<file path="src/hdl/cpu_ctrl_pkg.sv">
// Constants and types shared by the CPU status and cycle control slice.
// Notes on behaviour
// - Status word holds exactly five flags: sign, carry, zero, overflow, interrupt bit.
// - Sign flag takes the inverse of accumulator bit 7 after any operation but load changes it.
// - Addition puts the carry out of bit 7 into the carry flag.
// - Zero flag set on an all-zero ALU result, cleared otherwise.
// - After arithmetic, overflow is carry out of bit 6 xor bit 7.
// - Interrupt requests are honoured only while the interrupt bit is one.
// - Five system control outputs tell companion chips the current operation.
// - Power-up or external reset release clears the program counter to zero.
// - The same reset clears the interrupt control bit.
// - While external reset is held low the device idles and executes nothing.
// - Write strobe is high for one phase period ending every instruction cycle.
// - Instruction cycles last 4 or 6 phase periods, chosen per instruction.
// - All external data and address traffic uses the eight shared data lines.
// - Addresses cross the bus only for operand bytes, counter moves, vector push.
// - Two on-chip I/O ports talk to the accumulator without the data bus.
// - Interrupt-control pin is low when responding, high when ignoring requests.
// - Scratchpad register 9 is the save location for the status word.
package cpu_ctrl_pkg;
    // Register byte offsets on the Wishbone slave
    localparam logic [5:0] OFF_COMMAND = 6'h00;
    localparam logic [5:0] OFF_ACC = 6'h04;
    localparam logic [5:0] OFF_STATUS = 6'h08;
    localparam logic [5:0] OFF_SCRATCH_J = 6'h0C;
    localparam logic [5:0] OFF_PC = 6'h10;
    localparam logic [5:0] OFF_STATE = 6'h14;
    localparam logic [5:0] OFF_PORT0 = 6'h18;
    localparam logic [5:0] OFF_PORT1 = 6'h1C;
    localparam logic [5:0] OFF_IRQ_STATUS = 6'h20;
    localparam logic [5:0] OFF_IRQ_MASK = 6'h24;
    // Status flag positions
    localparam int FLAG_SIGN = 0;
    localparam int FLAG_CARRY = 1;
    localparam int FLAG_ZERO = 2;
    localparam int FLAG_OVF = 3;
    localparam int FLAG_ICB = 4;
    localparam int FLAG_COUNT = 5;
    localparam logic [4:0] STATUS_RESET = 5'h00;
    // Command register fields
    localparam int CMD_OP_LSB = 0;
    localparam int CMD_LONG_BIT = 4;
    localparam int CMD_CTRL_LSB = 8;
    localparam int CMD_IMM_LSB = 16;
    // Interrupt event positions
    localparam int EV_CYCLE_DONE = 0;
    localparam int EV_INT_TAKEN = 1;
    localparam int EV_OVERFLOW = 2;
    localparam int EV_COUNT = 3;
    // Cycle lengths in phase periods; one phase period is one clock
    localparam logic [2:0] SHORT_PERIODS = 3'h4;
    localparam logic [2:0] LONG_PERIODS = 3'h6;
    localparam logic [15:0] PC_RESET = 16'h0000;
    localparam logic [7:0] BYTE_ZERO = 8'h00;
    typedef enum logic [3:0] {
        OP_ADD = 4'h0, OP_AND = 4'h1, OP_OR = 4'h2, OP_XOR = 4'h3,
        OP_INC = 4'h4, OP_CLR = 4'h5, OP_LOAD = 4'h6, OP_SAVE_W = 4'h7,
        OP_REST_W = 4'h8, OP_IN0 = 4'h9, OP_IN1 = 4'hA, OP_OUT0 = 4'hB,
        OP_OUT1 = 4'hC, OP_ICB_ON = 4'hD, OP_ADDR_IN = 4'hE,
        OP_ADDR_OUT = 4'hF
    } op_t;
    typedef enum logic [2:0] {
        ST_HOLD = 3'b001,
        ST_READY = 3'b010,
        ST_EXEC = 3'b100
    } cycle_state_t;
endpackage

</file>
<file path="src/hdl/cpu_status_flags_cycle_ctrl.sv">
// Status flags, instruction cycle timing and control outputs of the CPU core.
//
// The register offsets and the Wishbone interface to the registers were chosen for this implementation.
`timescale 1ns/1ps
module cpu_status_flags_cycle_ctrl (
    input wire logic clock,
    input wire logic reset_n,
    input wire logic wb_cyc_i,
    input wire logic wb_stb_i,
    input wire logic wb_we_i,
    input wire logic [5:0] wb_adr_i,
    input wire logic [3:0] wb_sel_i,
    input wire logic [31:0] wb_dat_i,
    output logic [31:0] wb_dat_o,
    output logic wb_ack_o,
    input wire logic external_reset_input_n,
    input wire logic int_req_n,
    output logic interrupt_control_n,
    output logic write_strobe,
    output logic [4:0] system_control_outputs,
    input wire logic [7:0] data_bus_in,
    output logic [7:0] data_bus_out,
    output logic data_bus_oe_n,
    input wire logic [7:0] port0_in,
    output logic [7:0] port0_out,
    input wire logic [7:0] port1_in,
    output logic [7:0] port1_out,
    output logic irq
);
    import cpu_ctrl_pkg::*;

    ////////////////////////////////////////////////////////////////////////
    // Declarations
    logic [FLAG_COUNT-1:0] status_flags;
    logic [7:0] acc;
    logic [7:0] scratch_j;
    logic [15:0] program_counter_main;
    logic [EV_COUNT-1:0] irq_status;
    logic [EV_COUNT-1:0] irq_mask;
    cycle_state_t state;
    logic [2:0] period;
    logic [2:0] last_period;
    op_t op;
    logic [7:0] imm;
    logic [7:0] addr_hi;
    logic bus_access;
    logic bus_write;
    logic bus_read;
    logic ext_reset_q;
    logic start;
    logic finish;
    logic take_int;
    logic [8:0] sum9;
    logic [7:0] low7_sum;
    logic [7:0] alu_b;
    logic [7:0] next_acc;
    logic [FLAG_COUNT-1:0] next_flags;
    logic [EV_COUNT-1:0] events;
    logic [31:0] next_rdata;

    // Bus decode; the request is served in the edge where ack rises
    assign bus_access = wb_cyc_i & wb_stb_i & ~wb_ack_o;
    assign bus_write = bus_access & wb_we_i & wb_sel_i[0];
    assign bus_read = bus_access & ~wb_we_i;
    // A command is ignored unless the cycle engine is ready
    assign start = bus_write && wb_adr_i == OFF_COMMAND &&
                   state == ST_READY;
    assign finish = state == ST_EXEC && period == last_period;
    assign take_int = state == ST_READY && ~int_req_n &&
                      status_flags[FLAG_ICB];

    ////////////////////////////////////////////////////////////////////////
    // ALU datapath and flag generation
    assign alu_b = (op == OP_INC) ? 8'h01 : imm;
    assign sum9 = {1'b0, acc} + {1'b0, alu_b};
    assign low7_sum = {1'b0, acc[6:0]} + {1'b0, alu_b[6:0]};

    always_comb begin
        next_acc = acc;
        next_flags = status_flags;
        case (op)
            OP_ADD, OP_INC: begin
                next_acc = sum9[7:0];
                next_flags[FLAG_CARRY] = sum9[8];
                next_flags[FLAG_OVF] = sum9[8] ^ low7_sum[7];
            end
            OP_AND: begin
                next_acc = acc & imm;
                next_flags[FLAG_CARRY] = 1'b0;
                next_flags[FLAG_OVF] = 1'b0;
            end
            OP_OR: begin
                next_acc = acc | imm;
                next_flags[FLAG_CARRY] = 1'b0;
                next_flags[FLAG_OVF] = 1'b0;
            end
            OP_XOR: begin
                next_acc = acc ^ imm;
                next_flags[FLAG_CARRY] = 1'b0;
                next_flags[FLAG_OVF] = 1'b0;
            end
            OP_CLR: next_acc = BYTE_ZERO;
            OP_LOAD: next_acc = imm;
            OP_IN0: next_acc = port0_in;
            OP_IN1: next_acc = port1_in;
            OP_REST_W: next_flags = scratch_j[FLAG_COUNT-1:0];
            OP_ICB_ON: next_flags[FLAG_ICB] = imm[0];
            default: next_acc = acc;
        endcase
        // Sign and zero follow any operation except OP_LOAD that rewrites the accumulator
        case (op)
            OP_ADD, OP_INC, OP_AND, OP_OR, OP_XOR, OP_CLR, OP_IN0,
            OP_IN1: begin
                next_flags[FLAG_SIGN] = ~next_acc[7];
                next_flags[FLAG_ZERO] = next_acc == BYTE_ZERO;
            end
            default: next_flags[FLAG_SIGN] = next_flags[FLAG_SIGN];
        endcase
    end

    ////////////////////////////////////////////////////////////////////////
    // External reset pin, taken as synchronous and registered once
    always_ff @(posedge clock or negedge reset_n) begin
        if (!reset_n) begin
            ext_reset_q <= 1'b0;
        end else begin
            ext_reset_q <= external_reset_input_n;
        end
    end

    ////////////////////////////////////////////////////////////////////////
    // Cycle engine: hold while reset pin low, else ready or executing
    always_ff @(posedge clock or negedge reset_n) begin
        if (!reset_n) begin
            state <= ST_HOLD;
            period <= 3'h0;
            last_period <= SHORT_PERIODS - 3'h1;
            op <= OP_LOAD;
            imm <= BYTE_ZERO;
        end else begin
            case (state)
                ST_HOLD: begin
                    if (ext_reset_q) begin
                        state <= ST_READY;
                    end
                end
                ST_READY: begin
                    if (!ext_reset_q) begin
                        state <= ST_HOLD;
                    end else if (start) begin
                        state <= ST_EXEC;
                        period <= 3'h0;
                        op <= op_t'(wb_dat_i[CMD_OP_LSB +: 4]);
                        imm <= wb_dat_i[CMD_IMM_LSB +: 8];
                        // Cycle length is picked per instruction
                        last_period <= wb_dat_i[CMD_LONG_BIT] ?
                            LONG_PERIODS - 3'h1 :
                            SHORT_PERIODS - 3'h1;
                    end
                end
                ST_EXEC: begin
                    if (!ext_reset_q) begin
                        state <= ST_HOLD;
                    end else if (finish) begin
                        state <= ST_READY;
                    end else begin
                        period <= period + 3'h1;
                    end
                end
                default: state <= ST_HOLD;
            endcase
        end
    end

    ////////////////////////////////////////////////////////////////////////
    // Strobe and control code; strobe occupies the last phase period
    always_ff @(posedge clock or negedge reset_n) begin
        if (!reset_n) begin
            write_strobe <= 1'b0;
            system_control_outputs <= 5'h00;
        end else begin
            write_strobe <= state == ST_EXEC && ext_reset_q &&
                            period == last_period - 3'h1;
            if (start) begin
                // Held for the whole machine cycle
                system_control_outputs <=
                    wb_dat_i[CMD_CTRL_LSB +: 5];
            end
        end
    end

    ////////////////////////////////////////////////////////////////////////
    // Shared data bus: address bytes only for the permitted transfers
    always_ff @(posedge clock or negedge reset_n) begin
        if (!reset_n) begin
            data_bus_out <= BYTE_ZERO;
            data_bus_oe_n <= 1'b1;
            addr_hi <= BYTE_ZERO;
        end else begin
            data_bus_oe_n <= 1'b1;
            if (state == ST_EXEC && op == OP_ADDR_OUT) begin
                // Counter-to-scratchpad move: high byte, then low
                data_bus_oe_n <= 1'b0;
                data_bus_out <= (period == 3'h0) ?
                    program_counter_main[15:8] :
                    program_counter_main[7:0];
            end
            if (state == ST_EXEC && op == OP_ADDR_IN && period == 3'h1) begin
                addr_hi <= data_bus_in;
            end
        end
    end

    ////////////////////////////////////////////////////////////////////////
    // Program counter: cleared by any reset, stepped per instruction
    always_ff @(posedge clock or negedge reset_n) begin
        if (!reset_n) begin
            program_counter_main <= PC_RESET;
        end else if (!ext_reset_q) begin
            program_counter_main <= PC_RESET;
        end else if (finish && op == OP_ADDR_IN) begin
            // Operand bytes two and three form the new address
            program_counter_main <= {addr_hi, data_bus_in};
        end else if (finish) begin
            program_counter_main <= program_counter_main + 16'h0001;
        end
    end

    ////////////////////////////////////////////////////////////////////////
    // Accumulator, status word, save register and port latches
    always_ff @(posedge clock or negedge reset_n) begin
        if (!reset_n) begin
            acc <= BYTE_ZERO;
            status_flags <= STATUS_RESET;
            scratch_j <= BYTE_ZERO;
            port0_out <= BYTE_ZERO;
            port1_out <= BYTE_ZERO;
        end else if (!ext_reset_q) begin
            // Only the interrupt bit is forced; data survives the pin
            status_flags[FLAG_ICB] <= 1'b0;
        end else if (finish) begin
            acc <= next_acc;
            status_flags <= next_flags;
            if (op == OP_SAVE_W) begin
                scratch_j <= {3'h0, status_flags};
            end
            if (op == OP_OUT0) begin
                port0_out <= acc;
            end
            if (op == OP_OUT1) begin
                port1_out <= acc;
            end
        end else if (state == ST_READY && bus_write) begin
            // Software access only between instructions
            if (wb_adr_i == OFF_ACC) begin
                acc <= wb_dat_i[7:0];
            end
            if (wb_adr_i == OFF_STATUS) begin
                status_flags <= wb_dat_i[FLAG_COUNT-1:0];
            end
            if (wb_adr_i == OFF_PORT0) begin
                port0_out <= wb_dat_i[7:0];
            end
            if (wb_adr_i == OFF_PORT1) begin
                port1_out <= wb_dat_i[7:0];
            end
        end
    end

    // Pin is the inverse of the enable flag, low while listening
    always_ff @(posedge clock or negedge reset_n) begin
        if (!reset_n) begin
            interrupt_control_n <= 1'b1;
        end else begin
            interrupt_control_n <= ~status_flags[FLAG_ICB];
        end
    end

    ////////////////////////////////////////////////////////////////////////
    // Interrupt status: sticky, cleared by read, a new event wins
    assign events[EV_CYCLE_DONE] = finish;
    assign events[EV_INT_TAKEN] = take_int;
    assign events[EV_OVERFLOW] = finish && next_flags[FLAG_OVF] &&
                                 (op == OP_ADD || op == OP_INC);

    always_ff @(posedge clock or negedge reset_n) begin
        if (!reset_n) begin
            irq_status <= 3'h0;
            irq_mask <= 3'h0;
        end else begin
            if (bus_read && wb_adr_i == OFF_IRQ_STATUS) begin
                irq_status <= events;
            end else begin
                irq_status <= irq_status | events;
            end
            if (bus_write && wb_adr_i == OFF_IRQ_MASK) begin
                irq_mask <= wb_dat_i[EV_COUNT-1:0];
            end
        end
    end

    always_ff @(posedge clock or negedge reset_n) begin
        if (!reset_n) begin
            irq <= 1'b0;
        end else begin
            irq <= |(irq_status & irq_mask);
        end
    end

    ////////////////////////////////////////////////////////////////////////
    // Read mux; unmapped addresses read zero and are still acknowledged
    always_comb begin
        next_rdata = 32'h0000_0000;
        case (wb_adr_i)
            OFF_ACC: next_rdata[7:0] = acc;
            OFF_STATUS: next_rdata[FLAG_COUNT-1:0] = status_flags;
            OFF_SCRATCH_J: next_rdata[7:0] = scratch_j;
            OFF_PC: next_rdata[15:0] = program_counter_main;
            OFF_STATE: next_rdata[2:0] = state;
            OFF_PORT0: next_rdata[7:0] = port0_in;
            OFF_PORT1: next_rdata[7:0] = port1_in;
            OFF_IRQ_STATUS: next_rdata[EV_COUNT-1:0] = irq_status;
            OFF_IRQ_MASK: next_rdata[EV_COUNT-1:0] = irq_mask;
            default: next_rdata = 32'h0000_0000;
        endcase
    end

    always_ff @(posedge clock or negedge reset_n) begin
        if (!reset_n) begin
            wb_ack_o <= 1'b0;
            wb_dat_o <= 32'h0000_0000;
        end else begin
            wb_ack_o <= bus_access;
            if (bus_read) begin
                wb_dat_o <= next_rdata;
            end
        end
    end
endmodule

</file>
<file path="config.mk">
export PLATFORM = sky130hd
export DESIGN_NAME = cpu_status_flags_cycle_ctrl
export DESIGN_NICKNAME = d
export VERILOG_FILES = /design/src/hdl/cpu_ctrl_pkg.sv /design/src/hdl/cpu_status_flags_cycle_ctrl.sv
export SDC_FILE = /design/constraint.sdc
export NUM_CORES = 1
export LEC_CHECK = 0
export BUFFER_PORTS_ARGS = -buffer_cell sky130_fd_sc_hd__buf_2
export CORE_MARGIN = 8
export CORE_UTILIZATION = 51
export DETAILED_ROUTE_END_ITERATION = 7
export PLACE_DENSITY_LB_ADDON = 0.08
export SYNTH_ARGS = -nofsm -noshare
export SYNTH_HDL_FRONTEND = slang
export SYNTH_SLANG_ARGS = --single-unit
</file>
<file path="constraint.sdc">
create_clock -name clock -period 4.16 [get_ports clock]
set_input_delay 0 -clock clock [delete_from_list [all_inputs] [get_ports clock]]
set_output_delay 0 -clock clock [all_outputs]
set_load 0.05 [all_outputs]
</file>
; ---- Word-level counts from Yosys, hierarchy flattened
; Index checks and enable logic that the tools add are counted.
[totals]
reg_bits = 120
latchBits = 0
ram_bits = 0
mem_bits_ro = 0
out_inout_bits = 66
word_cells = 180
memories = 0
[classes]
addsub = 5
mul = 0
n_div = 0
n_lt_le_gt_ge = 0
n_eq_ne = 45
shifts = 0
mux = 46
n_bitwise = 16
n_reduce_logical = 42
[op_table]
columns = op, count
row1 = $mux W8, 14
row2 = $pmux W8 S8, 1
row3 = $mux W16, 3
row4 = $mux W3, 11
row5 = $eq A4 B4 Y1 const B, 8
row6 = $pmux W3 S9, 1
row7 = $eq A6 B5 Y1 const B, 4
row8 = $reduce_and A3 Y1, 6
row9 = $add A16 B1 Y16 const B, 1
row10 = $eq A4 B3 Y1 const B, 4
row11 = $logic_and A1 B1 Y1, 16
row12 = $reduce_and A4 Y1, 4
row13 = $mux W5, 3
row14 = $eq A6 B4 Y1 const B, 2
row15 = $eq A6 B6 Y1 const B, 2
row16 = $ne A3 B1 Y1 const B, 4
row17 = $pmux W2 S6, 1
row18 = $pmux W3 S4, 1
row19 = $reduce_bool A2 Y1, 6
row20 = $ne A2 B2 Y1 const B, 5
row21 = $add A8 B8 Y9, 1
row22 = $pmux W3 S3, 1
row23 = $add A7 B7 Y8, 1
row24 = $and A8 B8 Y8, 1
row25 = 32 further kinds, 53

; ---- Logic depth before layout (Yosys ltp)
; Gate-level depths: netlist (run 1).
[logic_depth]
word_depth = 9
ltp_mapped = 16
mapped_depth_nobuf = 13

; ---- Worst setup path after synthesis (run 1)
; OpenSTA, ideal clock, no wires.
[synth_timing]
path_type = register to register
startpoint = register op[2]
endpoint = register status_flags[2]
setup_ns = 0.076
arrival_ns = 3.858
required_time_ns = 4.084
setup_slack_ns = 0.226
path_stages_with_launch = 17
cell_sequence = dfstp_2 > clkbuf_1 > clkbuf_1 > buf_1 > and2_0 > clkbuf_1 > or2_2 > ha_1 > inv_1 > fa_1 > nand2b_1 > a211oi_1 > nor3_1 > o21a_1 > o32a_1 > or3_1 > o21ai_1
[synth_via]
elab_chain_len = 7
[synth_rtl]
columns = element, line
row1 = from (decl), cpu_status_flags_cycle_ctrl.sv:43  ; op_t op;
row2 = from (signal assigned), cpu_status_flags_cycle_ctrl.sv:153  ; op <= op_t'(wb_dat_i[CMD_OP_LSB +: 4]);
row3 = $eq A4 B3 Y1, "cpu_status_flags_cycle_ctrl.sv:74, cpu_status_flags_cycle_ctrl.sv:81, cpu_status_flags_cycle_ctrl.sv:111"
row4 = $mux W8, cpu_status_flags_cycle_ctrl.sv:74  ; assign alu_b = (op == OP_INC) ? 8'h01 : imm;
row5 = $add A8 B8 Y9, cpu_status_flags_cycle_ctrl.sv:75  ; assign sum9 = {1'b0, acc} + {1'b0, alu_b};
row6 = $pmux W8 S8, cpu_status_flags_cycle_ctrl.sv:81  ; case (op)
row7 = $logic_not A8 Y1, cpu_status_flags_cycle_ctrl.sv:115  ; next_flags[FLAG_ZERO] = next_acc == BYTE_ZERO;
row8 = $mux W1, cpu_status_flags_cycle_ctrl.sv:111  ; case (op)
row9 = $mux W5, cpu_status_flags_cycle_ctrl.sv:241  ; end else if (finish) begin
row10 = to (signal assigned), cpu_status_flags_cycle_ctrl.sv:243  ; status_flags <= next_flags;
row11 = to (signal assigned), cpu_status_flags_cycle_ctrl.sv:259  ; status_flags <= wb_dat_i[FLAG_COUNT-1:0];
row12 = to (decl), cpu_status_flags_cycle_ctrl.sv:34  ; logic [FLAG_COUNT-1:0] status_flags;
; Several ways; a longest one is shown, not always the timed one.
; A chain may end at the register's enable or synchronous reset.

; ---- Worst setup path in the final report (run 1)
[layout_timing]
startpoint = register op[1]
endpoint = register status_flags[2]
; Same word-level chain as after synthesis.

==> impl_results.md, run 1 <==
* Cell depth of the worst flop-to-flop path at 12
* Critical path fanouts, max at 7
* Crit-path cells: nor3_1, and2_0, buf_4, nand2b_1, fa_1, nand2b_1, a211oi_1, nor3_1, o21a_1, o32a_1, or3_1, o21ai_1
* HP Class: in2reg
* Min cycle time layout at 3.36 ns
* CTS clk-pin slew, worst paths at 0.06 ns
* CTS Root Cell: clkbuf_16
* Pre-antenna DRT Iters at 5
* WL/cell at 20.5 um
* Worst-margin pin slew at 0.976 ns
* Commonest non-fill, non-tap cells in the layout: dfrtp_1 (113), buf_2 (107), nand2_1 (102)
* Top post-synthesis cells by area: dfrtp_1 (38%), nand2_1 (5.1%), mux2_2 (4.8%), ha_1 (4.7%), o21ai_0 (4.5%)
* CTS Sinks at 119
* Initial DRC count at 843
* RSZ-0062 raised after global routing: no
* Leakage at 0.00427 uW
* Placer Congestion at 0.924
* Dominant synthesized flop cell: dfrtp_1
* Non-filler cells, final at 1,175
* Post-DRT Antenna Nets at 0
* Final Hold Viols at 0
* GRT Overall Usage at 0.263
* Initial Util at 0.518
* Initial antenna violation count at 0
* Number of remaining DRC errors at 0
* Die area at 0.0188 sq mm
* Slew Viols, Final at 0
* Clk buf depth at 2
* Hold Startpoint: port1_in[4]
* Critical Path AT at 3.72 ns
* Worst setup EP type: flip-flop
* Tot Pwr at 2940 uW
* Hold EP: wb_dat_o[4]$_DFFE_PN0P_
* Ys Warns at 0
* Final wirelength at 24,100 um
* Maximum VDD drop at 0.277 mV
* Row count at 44
* Status: finished, final reports clean
* Fmax at 297 MHz
* Share of post-route cells with drive strength above 1 at 0.210
* Post-Route Setup TNS at 0 ns
* Chip Width at 137 um
* Total global routing overflow at 0
* IO Port Bufs at 108
* Area Growth Syn to Fin at 22.2%
* Worst path required time at 4.52 ns
* Filler instances at 1,243
* Netlist cell types at 73
* Core Box Area at 0.0144 sq mm
* Max Cap Viol at 0
* Clk Latency, worst-skew pair at 0.43 ns
* Io pins at 139
* CTS tree: built
* Pre-CTS setup slack at 0.826 ns
* #FFs+latches synth at 119
* Crit path kind: reg2reg
* Seq/Total Area, Yosys at 0.400
* Worst r2r src: op[1]$_DFFE_PN1P_
* Commonest non-fill, non-tap cell in the layout: dfrtp_1
* Crit share post-route at 0.809
* First-pass GRT wire length at 38,100 um
* Final setup skew at 0.0124 ns
* Endpoints failing setup at 0
* Die height at 137 um
* Vias/cell at 6.07
* H-tree levels at 4
* CP top delay family: compound AO/OA/AOI/OAI gates
* Placed cell count at 1,102
* Cell area after synthesis at 0.00747 sq mm
* Via count at 7,135
* Slowest-stage cell, CP: dfstp_2
* EDFF count, synth at 0
* Share of the synthesized area in the top cell type at 0.379
* RR Endpoint: status_flags[2]$_DFFE_PN0P_
* Max_slew headroom at 0.345
* Mean Syn Cell Area at 8.84 sq um
* PD cells at 322 mW/mm^2
* Vias in the first global route at 6,830
* Min-Delay Path Depth at 3
* Antenna Cells at 0
* Post-CTS setup buffer count at 0
* CP Launch Type: flip-flop
* Syn Inst Count at 845
* Largest net degree at the start of global routing at 47
* Async set or reset register ratio after synthesis at 1.00
* Final #Nets at 1,080
* Detailed Place HPWL at 17,700 um
* CTS Buf Count at 17
* Setup ws final at 0.796 ns
* Max incr delay on CP at 0.53 ns
* FF-to-FF setup slack at 0.80 ns
* CP Buf/Inv Count at 1
* Leading area contributor after synthesis: dfrtp_1
## area by class of cell
cell class / instances / area (sq um) / share of cell area
Tap cell: 184 / 230 / 0.0252
Sequential cell: 119 / 2990 / 0.327
Timing Repair Buffer: 166 / 1080 / 0.118
Clock buffer: 19 / 443 / 0.0485
Inverter: 35 / 131 / 0.0144
Clock inverter: 13 / 173 / 0.0189
Multi-Input combinational cell: 639 / 4090 / 0.448
## tightest hold or removal path: stages
cell	delay, ns
buf_2	0.12
a222oi_1	0.11
a31oi_1	0.17
## worst max-delay path by stage
| stage | startpoint | endpoint | slack, ns | cells past startpoint |
|---|---|---|---|---|
| after floorplan | op[2]$_DFFE_PN1P_ | status_flags[2]$_DFFE_PN0P_ | 0.23 | 16 |
| after global placement | op[1]$_DFFE_PN1P_ | status_flags[2]$_DFFE_PN0P_ | 0.86 | 12 |
| after detailed placement | op[1]$_DFFE_PN1P_ | status_flags[2]$_DFFE_PN0P_ | 0.83 | 12 |
| after CTS | op[1]$_DFFE_PN1P_ | status_flags[2]$_DFFE_PN0P_ | 0.81 | 12 |
| after global routing | op[1]$_DFFE_PN1P_ | status_flags[2]$_DFFE_PN0P_ | 0.54 | 12 |
| final | op[1]$_DFFE_PN1P_ | status_flags[2]$_DFFE_PN0P_ | 0.80 | 12 |
## metrics by stage
step                area, sq um  hold slack [ns]   util
finish                     9130           0.0140  0.633
global route               9130           0.0246  0.633
CTS                        9130          0.00479  0.633
detailed placement         8110          -0.0124  0.562
global placement           8110          -0.0244  0.562
floorplan                  7530           -0.296      -
## what timing repair did
action | 4_1_cts | 5_1_grt
setup endpoints to repair | 0 | 0
hold buffers | 41 | 0
resized for setup | 0 | 0
hold endpoints to repair | 89 | 0
## cells in the mapped netlist, types with 5 or more instances
cell type	number
o21a_1	5
nor3b_1	10
o21ai_0	67
nor3_1	22
buf_2	8
inv_1	34
a22oi_1	16
and2_1	8
nand2_1	102
or2_2	5
a32oi_1	6
clkbuf_1	38
nand2b_1	12
a222oi_1	7
buf_1	5
nor2b_1	23
ha_1	28
dfstp_2	6
o22ai_1	12
xnor2_1	6
mux2i_1	15
and3_1	14
nor2_1	58
a211oi_1	5
a21oi_1	45
a31oi_1	13
o221a_2	5
a22o_1	5
mux2_2	32
buf_4	16
nand3_1	22
dfrtp_1	113
## flip-flops by register name, indices dropped and copies added (netlist names), 4 cells and up
signal,flops
addr_hi,8
scratch_j,5
wb_dat_o,16
imm,8
program_counter_main,16
op,4
port0_out,8
port1_out,8
acc,8
status_flags,5
system_control_outputs,5
data_bus_out,8
## logic make-up (layout without fill, tap and decap cells)
kind of cell,count (synthesis),count (layout),share of synthesized area
mux,51,51,0.0744
simple gates,304,304,0.204
other cells,1,16,0.000502
xor+xnor,7,7,0.00821
buf+inv,102,233,0.0606
flops,119,119,0.400
fa+ha+maj,29,29,0.0496
compound gates,232,232,0.203
## power by group
part / leakage (uW) / internal [uW] / switching (uW) / total (uW)
combinational: 0.00241 / 73.6 / 137 / 210
clock: 0.000286 / 964 / 579 / 1540
sequential: 0.00158 / 1170 / 16.2 / 1190
total: 0.00427 / 2210 / 732 / 2940
## layer usage
layer / share of wire / track usage / vias up
met2: 0.44 / 0.395 / 355
met1: 0.45 / 0.365 / 3437
met5: 0 / 0 / -
li1: - / - / 3298
met3: 0.086 / 0.0569 / 45
met4: 0.026 / 0.0966 / 0
(Power assumes the default switching activity.)
==> run 2: changes to the inputs <==
- clock period: 4.16 -> 2.9 ns (I/O delays scaled with it)
==> impl_results.md, run 2 (synthesis gave the netlist of run 1 again) <==
* Io pins at 139 (unchanged)
* Final setup skew at 0.00789 ns (-0.00454 ns)
* Pre-CTS setup slack at -0.143 ns (-0.969 ns)
* Number of remaining DRC errors at 0 (unchanged)
* Clk pwr share at 0.500 (-0.024)
* First-pass GRT wire length at 39,200 um (+3.1%)
* RSZ-0062 raised after global routing: yes
* Vias in the first global route at 7,014 (+2.7%)
* Antenna Cells at 0 (unchanged)
* PD cells at 426 mW/mm^2 (+32%)
* Fmax at 332 MHz (+12%)
* Top Registers: program_counter_main: 16 flops, wb_dat_o: 16 flops
* IO Port Bufs at 108 (unchanged)
* Vias/cell at 6.07 (about the same)
* Initial Util at 0.518 (unchanged)
* Maximum VDD drop at 0.376 mV (+35%)
* Leakage at 0.00451 uW (+5.6%)
* Max_slew headroom at 0.131 (-0.214)
* Post-DRT Antenna Nets at 0 (unchanged)
* Placer Congestion at 0.938 (+1.5%)
* Max Cap Viol at 0 (unchanged)
* NetSw at 1110 uW (+52%)
* Initial DRC count at 790 (-6.3%)
* Chip Width at 137 um (unchanged)
* Initial antenna violation count at 0 (unchanged)
* Area Growth Syn to Fin at 26.9%
* Failing checks: negative setup slack
* Critical Path AT at 3.36 ns (-0.36 ns)
* Final #Nets at 1,113 (+3.1%)
* Crit path kind: reg2reg
* CTS Buf Count at 17 (unchanged)
* Row count at 44 (unchanged)
* Sw frac at 0.276 (+0.0275)
* Commonest non-fill, non-tap cells in the layout: dfrtp_1 (113), buf_2 (107), nand2_1 (102)
* Clk buf depth at 2 (unchanged)
* Worst-margin pin slew at 1.29 ns (+0.318 ns)
* Via count at 7,329 (+2.7%)
* Critical path fanouts, max at 2 (-5)
* Worst path required time at 3.25 ns (-1.27 ns)
* Setup ws final at -0.111 ns (-0.907 ns)
* Placed cell areas at 0.00836 sq mm (+3.2%)
* Crit-path cells: nor3_2, and2_4, or2_4, ha_4, inv_2, fa_2, nand2b_4, buf_6, nand3_4, o311ai_4, or4b_1, nor4_2, o2111ai_1, o21ai_2
* Final Hold Viols at 0 (unchanged)
* CTS Root Cell: clkbuf_16
* Logic pwr share at 0.078 (+0.006)
* Endpoints failing setup at 1 (+1)
* Core Box Area at 0.0144 sq mm (unchanged)
* Status: finished, violations left
* Finished Cell Area at 0.00948 sq mm (+3.8%)
* Slowest-stage cell, CP: or4b_1
* Clk Latency, worst-skew pair at 0.43 ns (about the same)
* H-tree levels at 4 (unchanged)
* CTS tree: built
* Die height at 137 um (unchanged)
* GRT Overall Usage at 0.272 (+0.00890)
* Sequential Power Share at 0.422 (+0.018)
* Final wirelength at 25,300 um (+5.1%)
* Die area at 0.0188 sq mm (unchanged)
* CP Launch Type: flip-flop
* CTS Sinks at 119 (unchanged)
* Largest net degree at the start of global routing at 65 (+38%)
* Min cycle time layout at 3.01 ns (-0.353 ns)
* Commonest non-fill, non-tap cell in the layout: dfrtp_1
* Share of post-route cells with drive strength above 1 at 0.254 (+0.0440)
* Worst setup EP type: flip-flop
* Pint at 2920 uW (+32%)
* Placed cell count at 1,129 (+2.5%)
* Total global routing overflow at 0 (unchanged)
* FF-to-FF setup slack at -0.11 ns (-0.91 ns)
* WL/cell at 20.9 um (+2.2%)
* Pre-antenna DRT Iters at 6 (+1)
* Detailed Place HPWL at 18,700 um (+5.8%)
* Slew Viols, Final at 0 (unchanged)
* HP Class: in2reg
* Hold WS at 0.0395 ns (+0.0256 ns)
* Max incr delay on CP at 0.56 ns (+0.03 ns)
* Crit share post-route at 1.04 (+0.230)
* Non-filler cells, final at 1,208 (+2.8%)
* CTS clk-pin slew, worst paths at 0.06 ns (about the same)
* Tot Pwr at 4030 uW (+37%)
[run 2: cell types whose count changed in the layout (fill, tap and decap cells not counted), moves of 3 or more]
cell | previous run | this run
buf_4 | 18 | 47
bufinv_16 | 3 | 0
inv_6 | 2 | 7
inv_8 | 0 | 3
nand2b_1 | 12 | 9
nand2b_4 | 0 | 3
o21ai_0 | 67 | 63
o21ai_1 | 3 | 6
[run 2: power by group through the flow]
stage               logic (uW)  registers, uW  clock network [uW]
detailed placement         268           1730                   0
floorplan                  139           1740                   0
CTS                        310           1700                2040
global route               335           1700                2120
global placement           264           1730                   0
finish                     313           1700                2020
[run 2: worst paths after layout]
path / startpoint / end / cells after the start
setup / recovery: op[0]$_DFFE_PN0P_ / status_flags[2]$_DFFE_PN0P_ / 14
hold / removal: wb_adr_i[0] / wb_dat_o[2]$_DFFE_PN0P_ / 4
setup reg to reg: op[0]$_DFFE_PN0P_ / status_flags[2]$_DFFE_PN0P_ / 14
hold reg to reg: wb_dat_o[8]$_DFFE_PN0P_ / wb_dat_o[8]$_DFFE_PN0P_ / 2
max in group asynchronous: reset_n / op[1]$_DFFE_PN1P_ / 3
min in group asynchronous: reset_n / data_bus_out[3]$_DFFE_PN0P_ / 2
[run 2: per-stage QoR]
step                setup TNS, ns   util
global route               -0.412  0.657
floorplan                  -0.983      -
CTS                       -0.0977  0.649
global placement          -0.0458  0.580
detailed placement         -0.323  0.580
finish                     -0.111  0.657
[run 2: area by class of cell]
class                      count  area, sq um
multi-input combinational    639         4220
clock inverter                15          133
clock buffer                  17          425
inverter                      35          131
sequential                   119         2990
tap                          184          230
timing repair buffer         199         1350
fill                        1218         4950
[run 2: routing by layer]
layer / global-route usage / part of all wire / wire (um) / up-vias
met3: 0.0657 / 0.096 / 2420 / 62
met5: 0 / 0 / 0 / -
met2: 0.409 / 0.44 / 11200 / 395
met1: 0.371 / 0.43 / 10900 / 3516
li1: - / - / - / 3356
met4: 0.104 / 0.030 / 747 / 0
[run 2: critical path: cells and delay by family (launching register included)]
family | cells | cell delay, ns
AOI/OAI and AO/OA | 3 | 0.40
adders and majority gates | 2 | 0.46
buffers and inverters | 2 | 0.15
DFF | 1 | 0.38
and+or+nand+nor | 7 | 1.54
[run 2: timing repair]
item,in CTS,in global routing
hold buffers,42,0
buffers inserted,1,4
hold endpoints to repair,113,0
pin swaps,2,17
resized for setup,4,20
setup endpoints to repair,4,6
